### src/verilog/lcs_pkg.sv
// constants and register map of the logic channel sampler
// What this block does
// - sixteen channels in two pods of eight
// - four configurable logic groups of channels
// - a channel joins one enabled group only
// - conflicting enable disables other group, flags
// - above threshold records one, below zero
// - hysteresis modes normal, maximum, robust
// - thresholds coupled for all after reset
// - enabled groups share last enabled settings
// - preset loads threshold; direct entry means manual
// - unclocked every sample, clocked on edges
// - clocked group picks clock channel, slope
// - clocked group logs word and time
// - integer bus values at most sixteen bits
// - binary output signed only when signed
// - per-channel programmable delay
// - one common delay for all channels
// - one enable per pod of eight
package lcs_pkg;
  localparam int NUM_CH = 16;
  localparam int POD_CH = 8;
  localparam int NUM_GRP = 4;
  localparam int LVL_W = 8;
  localparam int DLY_W = 4;
  localparam int HIST_D = 32;
  localparam logic [7:0] OFF_CTRL = 8'h00;
  localparam logic [7:0] OFF_THR = 8'h04;
  localparam logic [7:0] OFF_TECH = 8'h08;
  localparam logic [7:0] OFF_SKEW = 8'h0c;
  localparam logic [7:0] OFF_STAT = 8'h10;
  localparam logic [7:0] OFF_MASK = 8'h14;
  localparam logic [7:0] OFF_TIME = 8'h18;
  localparam logic [7:0] OFF_SKLO = 8'h1c;
  localparam logic [7:0] OFF_SKHI = 8'h20;
  localparam logic [7:0] OFF_GRP = 8'h40;
  localparam logic [3:0] GRP_CFG = 4'h0;
  localparam logic [3:0] GRP_THR = 4'h4;
  localparam logic [3:0] GRP_WORD = 4'h8;
  localparam logic [3:0] GRP_TIME = 4'hc;
  // cfg fields
  localparam int CFG_EN = 0;
  localparam int CFG_CLK = 1;
  localparam int CFG_SLOPE = 2;
  localparam int CFG_SIGNED = 3;
  localparam int CFG_SRC = 4;
  localparam int CFG_MEM = 16;
  localparam int STAT_CONF = 4;
  localparam logic CTRL_COUPLE_RST = 1'b1;
  localparam logic [1:0] POD_EN_RST = 2'h3;
  localparam logic [7:0] THR_RST = 8'h80;
  typedef enum logic [1:0] {
    LCS_HYS_NORM = 2'b00,
    LCS_HYS_MAX = 2'b01,
    LCS_HYS_ROB = 2'b10
  } lcs_hys_t;
  localparam logic [7:0] HYS_NORM_W = 8'h02;
  localparam logic [7:0] HYS_MAX_W = 8'h10;
  localparam logic [7:0] HYS_ROB_UP = 8'h04;
  localparam logic [7:0] HYS_ROB_DN = 8'h0c;
  // technology presets, code 0 is manual
  localparam logic [7:0] TECH_THR [8] = '{8'h00, 8'h40, 8'h60, 8'h80,
                                          8'ha0, 8'h30, 8'h50, 8'h70};
endpackage

### src/verilog/lcs_sampler.sv
// logic channel sampler: thresholds, skew, groups and decode log
//
// Our own choices: the address map and the APB register port.
`timescale 1ns/1ps
`default_nettype none
module lcs_sampler #(
  parameter int NUM_CH = lcs_pkg::NUM_CH,
  parameter int NUM_GRP = lcs_pkg::NUM_GRP
) (
  input wire logic sys_clk,
  input wire logic rst_n,
  input wire logic psel,
  input wire logic penable,
  input wire logic pwrite,
  input wire logic [7:0] paddr,
  input wire logic [31:0] pwdata,
  output logic [31:0] prdata,
  output logic pready,
  output logic pslverr,
  input wire logic [NUM_CH*lcs_pkg::LVL_W-1:0] logic_input_lines,
  output logic [NUM_CH-1:0] chan_bits,
  output logic [NUM_GRP-1:0] dec_valid,
  output logic irq
);
  localparam int LW = lcs_pkg::LVL_W;
  localparam int DW = lcs_pkg::DLY_W;

  // register state
  logic couple_q;
  logic [1:0] pod_en_q;
  logic [1:0] ghys_q;
  logic [7:0] gthr_q;
  logic [2:0] tech_q;
  logic [DW-1:0] cskew_q;
  logic [DW-1:0] skew_q [NUM_CH];
  logic [4:0] stat_q;
  logic [4:0] mask_q;
  logic [31:0] ts_q;
  logic [31:0] cfg_q [NUM_GRP];
  logic [9:0] gth_q [NUM_GRP];
  logic [15:0] word_q [NUM_GRP];
  logic [31:0] time_q [NUM_GRP];
  logic [NUM_GRP-1:0] dec_q;
  logic [NUM_GRP-1:0] prev_q;
  logic [7:0] athr_q;
  logic [1:0] ahys_q;
  logic [NUM_CH-1:0] lvl_q;
  logic [lcs_pkg::HIST_D-1:0] hist_q [NUM_CH];

  // apb decode
  wire apb_acc = psel & penable;
  wire apb_wr = apb_acc & pwrite;
  wire grp_hit = (paddr >= lcs_pkg::OFF_GRP) && (paddr < 8'h80);
  wire [1:0] grp_idx = paddr[5:4];
  wire [3:0] grp_off = paddr[3:0];
  wire glb_hit = (paddr <= lcs_pkg::OFF_SKHI) && (paddr[1:0] == 2'h0);
  wire addr_ok = glb_hit | (grp_hit & (paddr[1:0] == 2'h0));
  wire wr_cfg = apb_wr & grp_hit & (grp_off == lcs_pkg::GRP_CFG);
  wire wr_gthr = apb_wr & grp_hit & (grp_off == lcs_pkg::GRP_THR);
  wire wr_thr = apb_wr & (paddr == lcs_pkg::OFF_THR);
  wire wr_tech = apb_wr & (paddr == lcs_pkg::OFF_TECH);
  wire wr_stat = apb_wr & (paddr == lcs_pkg::OFF_STAT);
  wire new_en = pwdata[lcs_pkg::CFG_EN];
  wire [15:0] new_mem = pwdata[31:16];
  assign pready = 1'b1; // zero wait states
  assign pslverr = apb_acc & ~addr_ok;

  // group status and conflict detection
  logic [NUM_GRP-1:0] grp_en;
  logic [NUM_GRP-1:0] kill_w;
  logic [NUM_GRP-1:0] edge_w;
  logic [15:0] mem_w [NUM_GRP];
  logic [NUM_CH-1:0] in_grp;
  logic [NUM_CH-1:0] chan_w;
  logic [15:0] gword_w [NUM_GRP];
  genvar g;
  generate
    for (g = 0; g < NUM_GRP; g++) begin : gen_grp
      wire [3:0] src = cfg_q[g][lcs_pkg::CFG_SRC +: 4];
      wire clk_bit = chan_w[src];
      assign mem_w[g] = cfg_q[g][lcs_pkg::CFG_MEM +: 16];
      assign grp_en[g] = cfg_q[g][lcs_pkg::CFG_EN];
      // other enabled group sharing a channel is switched off
      assign kill_w[g] = wr_cfg & new_en & (grp_idx != 2'(g)) & grp_en[g]
                         & |(mem_w[g] & new_mem);
      // qualifying edge of the chosen clock channel
      assign edge_w[g] = grp_en[g] & cfg_q[g][lcs_pkg::CFG_CLK] &
                         (cfg_q[g][lcs_pkg::CFG_SLOPE] ? (prev_q[g] & ~clk_bit)
                                                        : (~prev_q[g] & clk_bit));
      assign gword_w[g] = chan_w & mem_w[g]; // 16 bits at most
    end
  endgenerate
  wire any_kill = |kill_w;

  // membership across enabled groups selects the threshold source
  always_comb begin
    in_grp = '0;
    for (int k = 0; k < NUM_GRP; k++) begin
      if (grp_en[k]) begin
        in_grp = in_grp | mem_w[k];
      end
    end
  end

  // per-channel comparator with hysteresis and delay line
  genvar c;
  generate
    for (c = 0; c < NUM_CH; c++) begin : gen_ch
      wire [LW-1:0] lvl = logic_input_lines[c*LW +: LW];
      wire use_act = ~couple_q & in_grp[c]; // coupled: one setting for all
      wire [7:0] thr = use_act ? athr_q : gthr_q;
      wire [1:0] hys = use_act ? ahys_q : ghys_q;
      // robust splits the window, so rising and falling differ
      wire [7:0] hup = (hys == lcs_pkg::LCS_HYS_MAX) ? lcs_pkg::HYS_MAX_W :
                       (hys == lcs_pkg::LCS_HYS_ROB) ? lcs_pkg::HYS_ROB_UP :
                       lcs_pkg::HYS_NORM_W;
      wire [7:0] hdn = (hys == lcs_pkg::LCS_HYS_MAX) ? lcs_pkg::HYS_MAX_W :
                       (hys == lcs_pkg::LCS_HYS_ROB) ? lcs_pkg::HYS_ROB_DN :
                       lcs_pkg::HYS_NORM_W;
      wire above = {1'b0, lvl} > ({1'b0, thr} + {1'b0, hup});
      wire below = ({1'b0, lvl} + {1'b0, hdn}) < {1'b0, thr};
      wire lvl_d = above ? 1'b1 : (below ? 1'b0 : lvl_q[c]);
      wire [DW:0] dly = {1'b0, skew_q[c]} + {1'b0, cskew_q};
      // pod switch gates all eight channels together
      assign chan_w[c] = hist_q[c][dly] & pod_en_q[c / lcs_pkg::POD_CH];
      always_ff @(posedge sys_clk) begin
        if (!rst_n) begin
          lvl_q[c] <= 1'b0;
          hist_q[c] <= '0;
        end else begin
          lvl_q[c] <= lvl_d;
          hist_q[c] <= {hist_q[c][lcs_pkg::HIST_D-2:0], lvl_d};
        end
      end
    end
  endgenerate
  assign chan_bits = chan_w;

  // global control registers
  always_ff @(posedge sys_clk) begin
    if (!rst_n) begin
      couple_q <= lcs_pkg::CTRL_COUPLE_RST;
      pod_en_q <= lcs_pkg::POD_EN_RST;
      ghys_q <= 2'h0;
      gthr_q <= lcs_pkg::THR_RST;
      tech_q <= 3'h0;
      cskew_q <= '0;
      mask_q <= 5'h00;
    end else if (apb_wr) begin
      if (paddr == lcs_pkg::OFF_CTRL) begin
        couple_q <= pwdata[0];
        pod_en_q <= pwdata[2:1];
        ghys_q <= pwdata[5:4];
      end
      if (wr_thr) begin
        gthr_q <= pwdata[7:0];
        tech_q <= 3'h0; // direct entry is manual
      end
      if (wr_tech) begin
        tech_q <= pwdata[2:0];
        if (pwdata[2:0] != 3'h0) begin
          gthr_q <= lcs_pkg::TECH_THR[pwdata[2:0]];
        end
      end
      if (paddr == lcs_pkg::OFF_SKEW) begin
        cskew_q <= pwdata[DW-1:0];
      end
      if (paddr == lcs_pkg::OFF_MASK) begin
        mask_q <= pwdata[4:0];
      end
    end
  end

  // channel skew registers, two words of eight nibbles
  always_ff @(posedge sys_clk) begin
    for (int k = 0; k < NUM_CH; k++) begin
      if (!rst_n) begin
        skew_q[k] <= '0;
      end else if (apb_wr && paddr == ((k < 8) ? lcs_pkg::OFF_SKLO : lcs_pkg::OFF_SKHI)) begin
        skew_q[k] <= pwdata[(k % 8)*DW +: DW];
      end
    end
  end

  // group configuration; enabling copies its settings to the shared set
  always_ff @(posedge sys_clk) begin
    if (!rst_n) begin
      athr_q <= lcs_pkg::THR_RST;
      ahys_q <= 2'h0;
      for (int k = 0; k < NUM_GRP; k++) begin
        cfg_q[k] <= '0;
        gth_q[k] <= {2'h0, lcs_pkg::THR_RST};
      end
    end else begin
      for (int k = 0; k < NUM_GRP; k++) begin
        if (kill_w[k]) begin
          cfg_q[k][lcs_pkg::CFG_EN] <= 1'b0;
        end
        if (wr_cfg && grp_idx == 2'(k)) begin
          cfg_q[k] <= pwdata;
          if (new_en) begin
            athr_q <= gth_q[k][7:0]; // last enabled wins
            ahys_q <= gth_q[k][9:8];
          end
        end
        if (wr_gthr && grp_idx == 2'(k)) begin
          gth_q[k] <= pwdata[9:0];
        end
      end
    end
  end

  // bus capture, decode entries and free-running timestamp
  always_ff @(posedge sys_clk) begin
    if (!rst_n) begin
      ts_q <= '0;
      dec_q <= '0;
      prev_q <= '0;
      for (int k = 0; k < NUM_GRP; k++) begin
        word_q[k] <= '0;
        time_q[k] <= '0;
      end
    end else begin
      ts_q <= ts_q + 32'h1;
      for (int k = 0; k < NUM_GRP; k++) begin
        prev_q[k] <= chan_w[cfg_q[k][lcs_pkg::CFG_SRC +: 4]];
        dec_q[k] <= edge_w[k];
        if (grp_en[k] && !cfg_q[k][lcs_pkg::CFG_CLK]) begin
          word_q[k] <= gword_w[k]; // every sample
        end
        if (edge_w[k]) begin
          word_q[k] <= gword_w[k];
          time_q[k] <= ts_q;
        end
      end
    end
  end
  assign dec_valid = dec_q;

  // sticky status, set wins over write-one-clear
  wire [4:0] stat_set = {any_kill, edge_w[3:0]};
  always_ff @(posedge sys_clk) begin
    if (!rst_n) begin
      stat_q <= 5'h00;
    end else begin
      stat_q <= (stat_q & ~(wr_stat ? pwdata[4:0] : 5'h00)) | stat_set;
    end
  end
  assign irq = |(stat_q & mask_q);

  // read data; signed groups sign-extend for binary readout
  wire [31:0] gcfg_r = cfg_q[grp_idx];
  wire [15:0] gw_r = word_q[grp_idx];
  wire gsig = gcfg_r[lcs_pkg::CFG_SIGNED];
  wire [31:0] gword_r = gsig ? {{16{gw_r[15]}}, gw_r} : {16'h0000, gw_r};
  wire [31:0] grp_r = (grp_off == lcs_pkg::GRP_CFG) ? gcfg_r :
                      (grp_off == lcs_pkg::GRP_THR) ? {22'h0, gth_q[grp_idx]} :
                      (grp_off == lcs_pkg::GRP_WORD) ? gword_r : time_q[grp_idx];
  wire [31:0] skw_lo = {skew_q[7], skew_q[6], skew_q[5], skew_q[4],
                        skew_q[3], skew_q[2], skew_q[1], skew_q[0]};
  wire [31:0] skw_hi = {skew_q[15], skew_q[14], skew_q[13], skew_q[12],
                        skew_q[11], skew_q[10], skew_q[9], skew_q[8]};
  logic [31:0] glb_r;
  always_comb begin
    unique case (paddr)
      lcs_pkg::OFF_CTRL: glb_r = {26'h0, ghys_q, 1'b0, pod_en_q, couple_q};
      lcs_pkg::OFF_THR: glb_r = {24'h0, gthr_q};
      lcs_pkg::OFF_TECH: glb_r = {29'h0, tech_q};
      lcs_pkg::OFF_SKEW: glb_r = {28'h0, cskew_q};
      lcs_pkg::OFF_STAT: glb_r = {27'h0, stat_q};
      lcs_pkg::OFF_MASK: glb_r = {27'h0, mask_q};
      lcs_pkg::OFF_TIME: glb_r = ts_q;
      lcs_pkg::OFF_SKLO: glb_r = skw_lo;
      lcs_pkg::OFF_SKHI: glb_r = skw_hi;
      default: glb_r = 32'h0;
    endcase
  end
  always_ff @(posedge sys_clk) begin
    if (!rst_n) begin
      prdata <= 32'h0;
    end else if (psel && !penable && !pwrite) begin
      prdata <= grp_hit ? grp_r : glb_r; // latched in setup, valid in access
    end
  end

  // checks
  logic [NUM_GRP-1:0] ovl_w;
  always_comb begin
    ovl_w = '0;
    for (int a = 0; a < NUM_GRP; a++) begin
      for (int b = 0; b < NUM_GRP; b++) begin
        if (a != b && grp_en[a] && grp_en[b] && |(mem_w[a] & mem_w[b])) begin
          ovl_w[a] = 1'b1;
        end
      end
    end
  end
endmodule
`default_nettype wire
### config.mk
export PLATFORM = sky130hd
export DESIGN_NAME = lcs_sampler
export DESIGN_NICKNAME = d
export VERILOG_FILES = /design/src/verilog/lcs_pkg.sv /design/src/verilog/lcs_sampler.sv
export SDC_FILE = /design/constraint.sdc
export NUM_CORES = 2
export LEC_CHECK = 0
export BUFFER_PORTS_ARGS = -buffer_cell sky130_fd_sc_hd__clkbuf_2
export CAP_MARGIN = 20
export CORE_ASPECT_RATIO = 1.2
export CORE_UTILIZATION = 47
export DETAILED_ROUTE_END_ITERATION = 8
export PLACE_DENSITY_LB_ADDON = 0.15
export SLEW_MARGIN = 10
export SYNTH_ARGS = -nofsm -noshare
export SYNTH_HDL_FRONTEND = slang
export SYNTH_SLANG_ARGS = --single-unit
### constraint.sdc
create_clock -name sys_clk -period 9.45 [get_ports sys_clk]
set_input_delay 2.3625 -clock sys_clk [delete_from_list [all_inputs] [get_ports sys_clk]]
set_output_delay 2.3625 -clock sys_clk [all_outputs]
set_load 0.01 [all_outputs]
==> impl_metrics.tcl <==
set metrics [dict create \
    max_cap_viol_count 0 \
    vias_per_cell 5.958 \
    dp_hpwl_mm 135.4 \
    worst-r2r-cell-count 13 \
    path_clk_slew_ps 70 \
    finalCriticalPeriod_ps 7264 \
    clock-sinks 1048 \
    hold_violations 0 \
    p_per_area_nw_per_um2 157.0 \
    grt_pass1_wl_mm 280.8 \
    regArea_um2 25230 \
    syn_to_final_growth_pct 10.82 \
    reg2reg_from "cskew_q[1]" \
    grt_pass1_vias 44190 \
    netlist_area_um2 59460 \
    worst_slew_pin_slew_ps 1187 \
    antenna_found_initial 29 \
    setup-tns-final_ps 0 \
    min_to "hist_q[1][31]" \
    relSlewSlack 0.2090 \
    io_buffers 226 \
    skew_ps 34.78 \
    vias 44580 \
    grt_overflow_total 0 \
    stdcell_count 7482 \
    outcome "finished clean" \
    cpPeakStageDelay_ps 1040 \
    synth_warnings 0 \
    r2r_slack_ps 2620 \
    whs_path_depth 1 \
    synth_seq_cells 1048 \
    rows 142 \
    worstPathArrival_ps 4900 \
    postSynthCellCount 5632 \
    cp-end-kind "primary output" \
    die_h_um 391.6 \
    slew_violations 0 \
    dr.pass1.iters 7 \
    drc 0 \
    synthArstFlopShare 0 \
    p_leak_nw 26.65 \
    place.gp.congestion 0.9399 \
    dieArea_um2 128000 \
    finalPower_w 0.01035 \
    ys_seq_area_frac 0.4242 \
    cts_hold_buf 0 \
    drive_gt1_frac 0.1415 \
    insertion_delay_ps 740 \
    final_common_cell "and2_1" \
    grt_max_degree 222 \
    most-common-layout-cells "and2_1, dfxtp_1, ha_1" \
    ys_types 94 \
    syn_avg_cell_area_um2 10.56 \
    multi_input_area_um2 32320 \
    crit_chain "ha_1, fa_1, mux4_2, nand2b_1, a31o_2, o31ai_1, inv_1, clkbuf_2" \
    drt_iter0_drc 3966 \
    synth.net_count 6274 \
    clock.fmax_mhz 137.7 \
    irDropWorstVdd_v 0.0001435 \
    synth-edff-count 424 \
    fin_nets 6370 \
    critPathLaunchType "flip-flop" \
    fill_cells 11190 \
    cp_max_fo 18 \
    die_x_um 326.7 \
    placed_cell_area_um2 62240 \
    hp-start "hist_q[1][30]" \
    r2r-end "word_q[2][15]" \
    post-place-cells 7277 \
    postRouteAntennaNets 0 \
    rsz0062_at_grt "no" \
    hold_path.class "flip-flop to flip-flop" \
    fin_area_um2 65900 \
    fin_crit_sh 0.7687 \
    cts_htree_levels 3 \
    cts_root_buffer "clkbuf_16" \
    cts_tree "built" \
    cp.required_ps 7090 \
    clock_path_buffers 3 \
    cpMaxStageDelayCell "fa_1" \
    wl_mm 189.2 \
    cts_buffers 103 \
    core_um2 125300 \
    critPathKind "flip-flop to primary output" \
    post_cts_resize_count 0 \
    initial_utilization 0.4747 \
    io_pins 228 \
    cts_setup_buffers 0 \
    grt_usage 0.2925 \
    wire_per_inst_um 25.28 \
    setup_viol_count_final 0 \
    synth-main-ff-cell "dfxtp_1" \
]
==> layer usage <==
metal  wire (um)  vias up  GRT usage
li1            -    20520          -
met1       74690    21740     0.3611
met2       88930     1854     0.4864
met3       15790      436    0.06082
met4        9605       20     0.1406
met5         144        -          0
==> worst max path at each step <==
stage          cells past startpoint           end  slack, ps  startpoint
2_1_floorplan                     12  time_q[1][0]       2360  cskew_q[1]
3_3_place_gp                       8       pslverr       2700    paddr[1]
3_5_place_dp                       8       pslverr       2700    paddr[1]
4_1_cts                           11  chan_bits[1]       2240  cskew_q[0]
5_1_grt                           11  chan_bits[1]       2080  cskew_q[0]
6_report                           8  chan_bits[6]       2190  cskew_q[0]
==> critical path: cells and delay by family (launching register included) <==
kind	cells	cell delay, ps
flops	1	520
fa+ha+maj	2	1400
buf+inv	2	560
simple gates	1	150
mux	1	580
compound gates	2	950
==> state kept, by name, indices dropped and copies added (netlist names), 5 cells and up <==
name / cells
mask_q: 5
ts_q: 32
cfg_q: 128
hist_q: 512
gth_q: 40
skew_q: 64
stat_q: 5
prdata: 32
word_q: 64
time_q: 128
athr_q: 8
gthr_q: 8
==> cell type report <==
type / instances / area share
Clock buffer: 153 / 0.04823
Inverter: 197 / 0.01126
Timing Repair Buffer: 320 / 0.02865
Sequential cell: 1048 / 0.3828
Clock inverter: 39 / 0.006740
Antenna cell: 11 / 0.0004177
Tap cell: 1656 / 0.03144
Multi-Input combinational cell: 4058 / 0.4905
==> kinds of logic (layout without fill, tap and decap cells) <==
group                    count (synthesis)  in the layout  synth area share
flip-flops                            1048           1048            0.4242
adder cells (fa/ha/maj)                469            469            0.1007
AO/OA/AOI/OAI                          945            945            0.1072
AND/OR/NAND/NOR                       1912           1912            0.1768
multiplexers                           461            461            0.1163
other                                    1             12        0.00006306
buffers and inverters                  526            709           0.03478
XOR/XNOR                               270            270           0.04002
==> Yosys cell counts, drive strengths merged, types with 17 or more instances <==
library cell  instances  area (um^2)
a21o                 77        578.1
mux2                 98         1107
mux4                172         3881
mux2i               191         1924
a211oi               36        270.3
xor2                132         1171
dfxtp               624        12490
xnor2               138         1209
inv                 196        735.7
o211ai               17        127.6
a22oi                71        533.0
and2                807         5050
nand3               136        680.7
nor3                100        500.5
nor2b                84        525.5
nand4                47        294.0
nand2               280         1051
nor2                212        803.3
a22o                 22        192.7
clkbuf              254        953.4
nor4                 34        212.7
and3                 76        483.0
a221oi               48        420.4
o21a                 41        307.8
buf                  75        375.4
nand2b               82        513.0
o22ai                21        131.4
a221o                26        261.5
a2111oi              23        201.4
o21ai               165        829.5
a31oi                45        287.8
a21oi               242         1237
edfxtp              424        12730
ha                  453         5668
==> stage by stage <==
stage	util	setup WS [ps]	hold slack [ps]
2_1_floorplan	-	2360	420.8
3_3_place_gp	0.4968	2703	429.8
3_5_place_dp	0.4969	2701	433.8
4_1_cts	0.5258	2239	442.3
5_1_grt	0.5260	2078	463.8
6_report	0.5261	2186	442.8
==> where the power goes <==
group	internal [W]	switching [W]	leakage, nW	total [W]
Sequential	0.00483	0.000112	9.26	0.00494
Combinational	0.000371	0.000649	15.6	0.00102
Clock	0.00253	0.00186	1.80	0.00439
(Power assumes the default switching activity.)
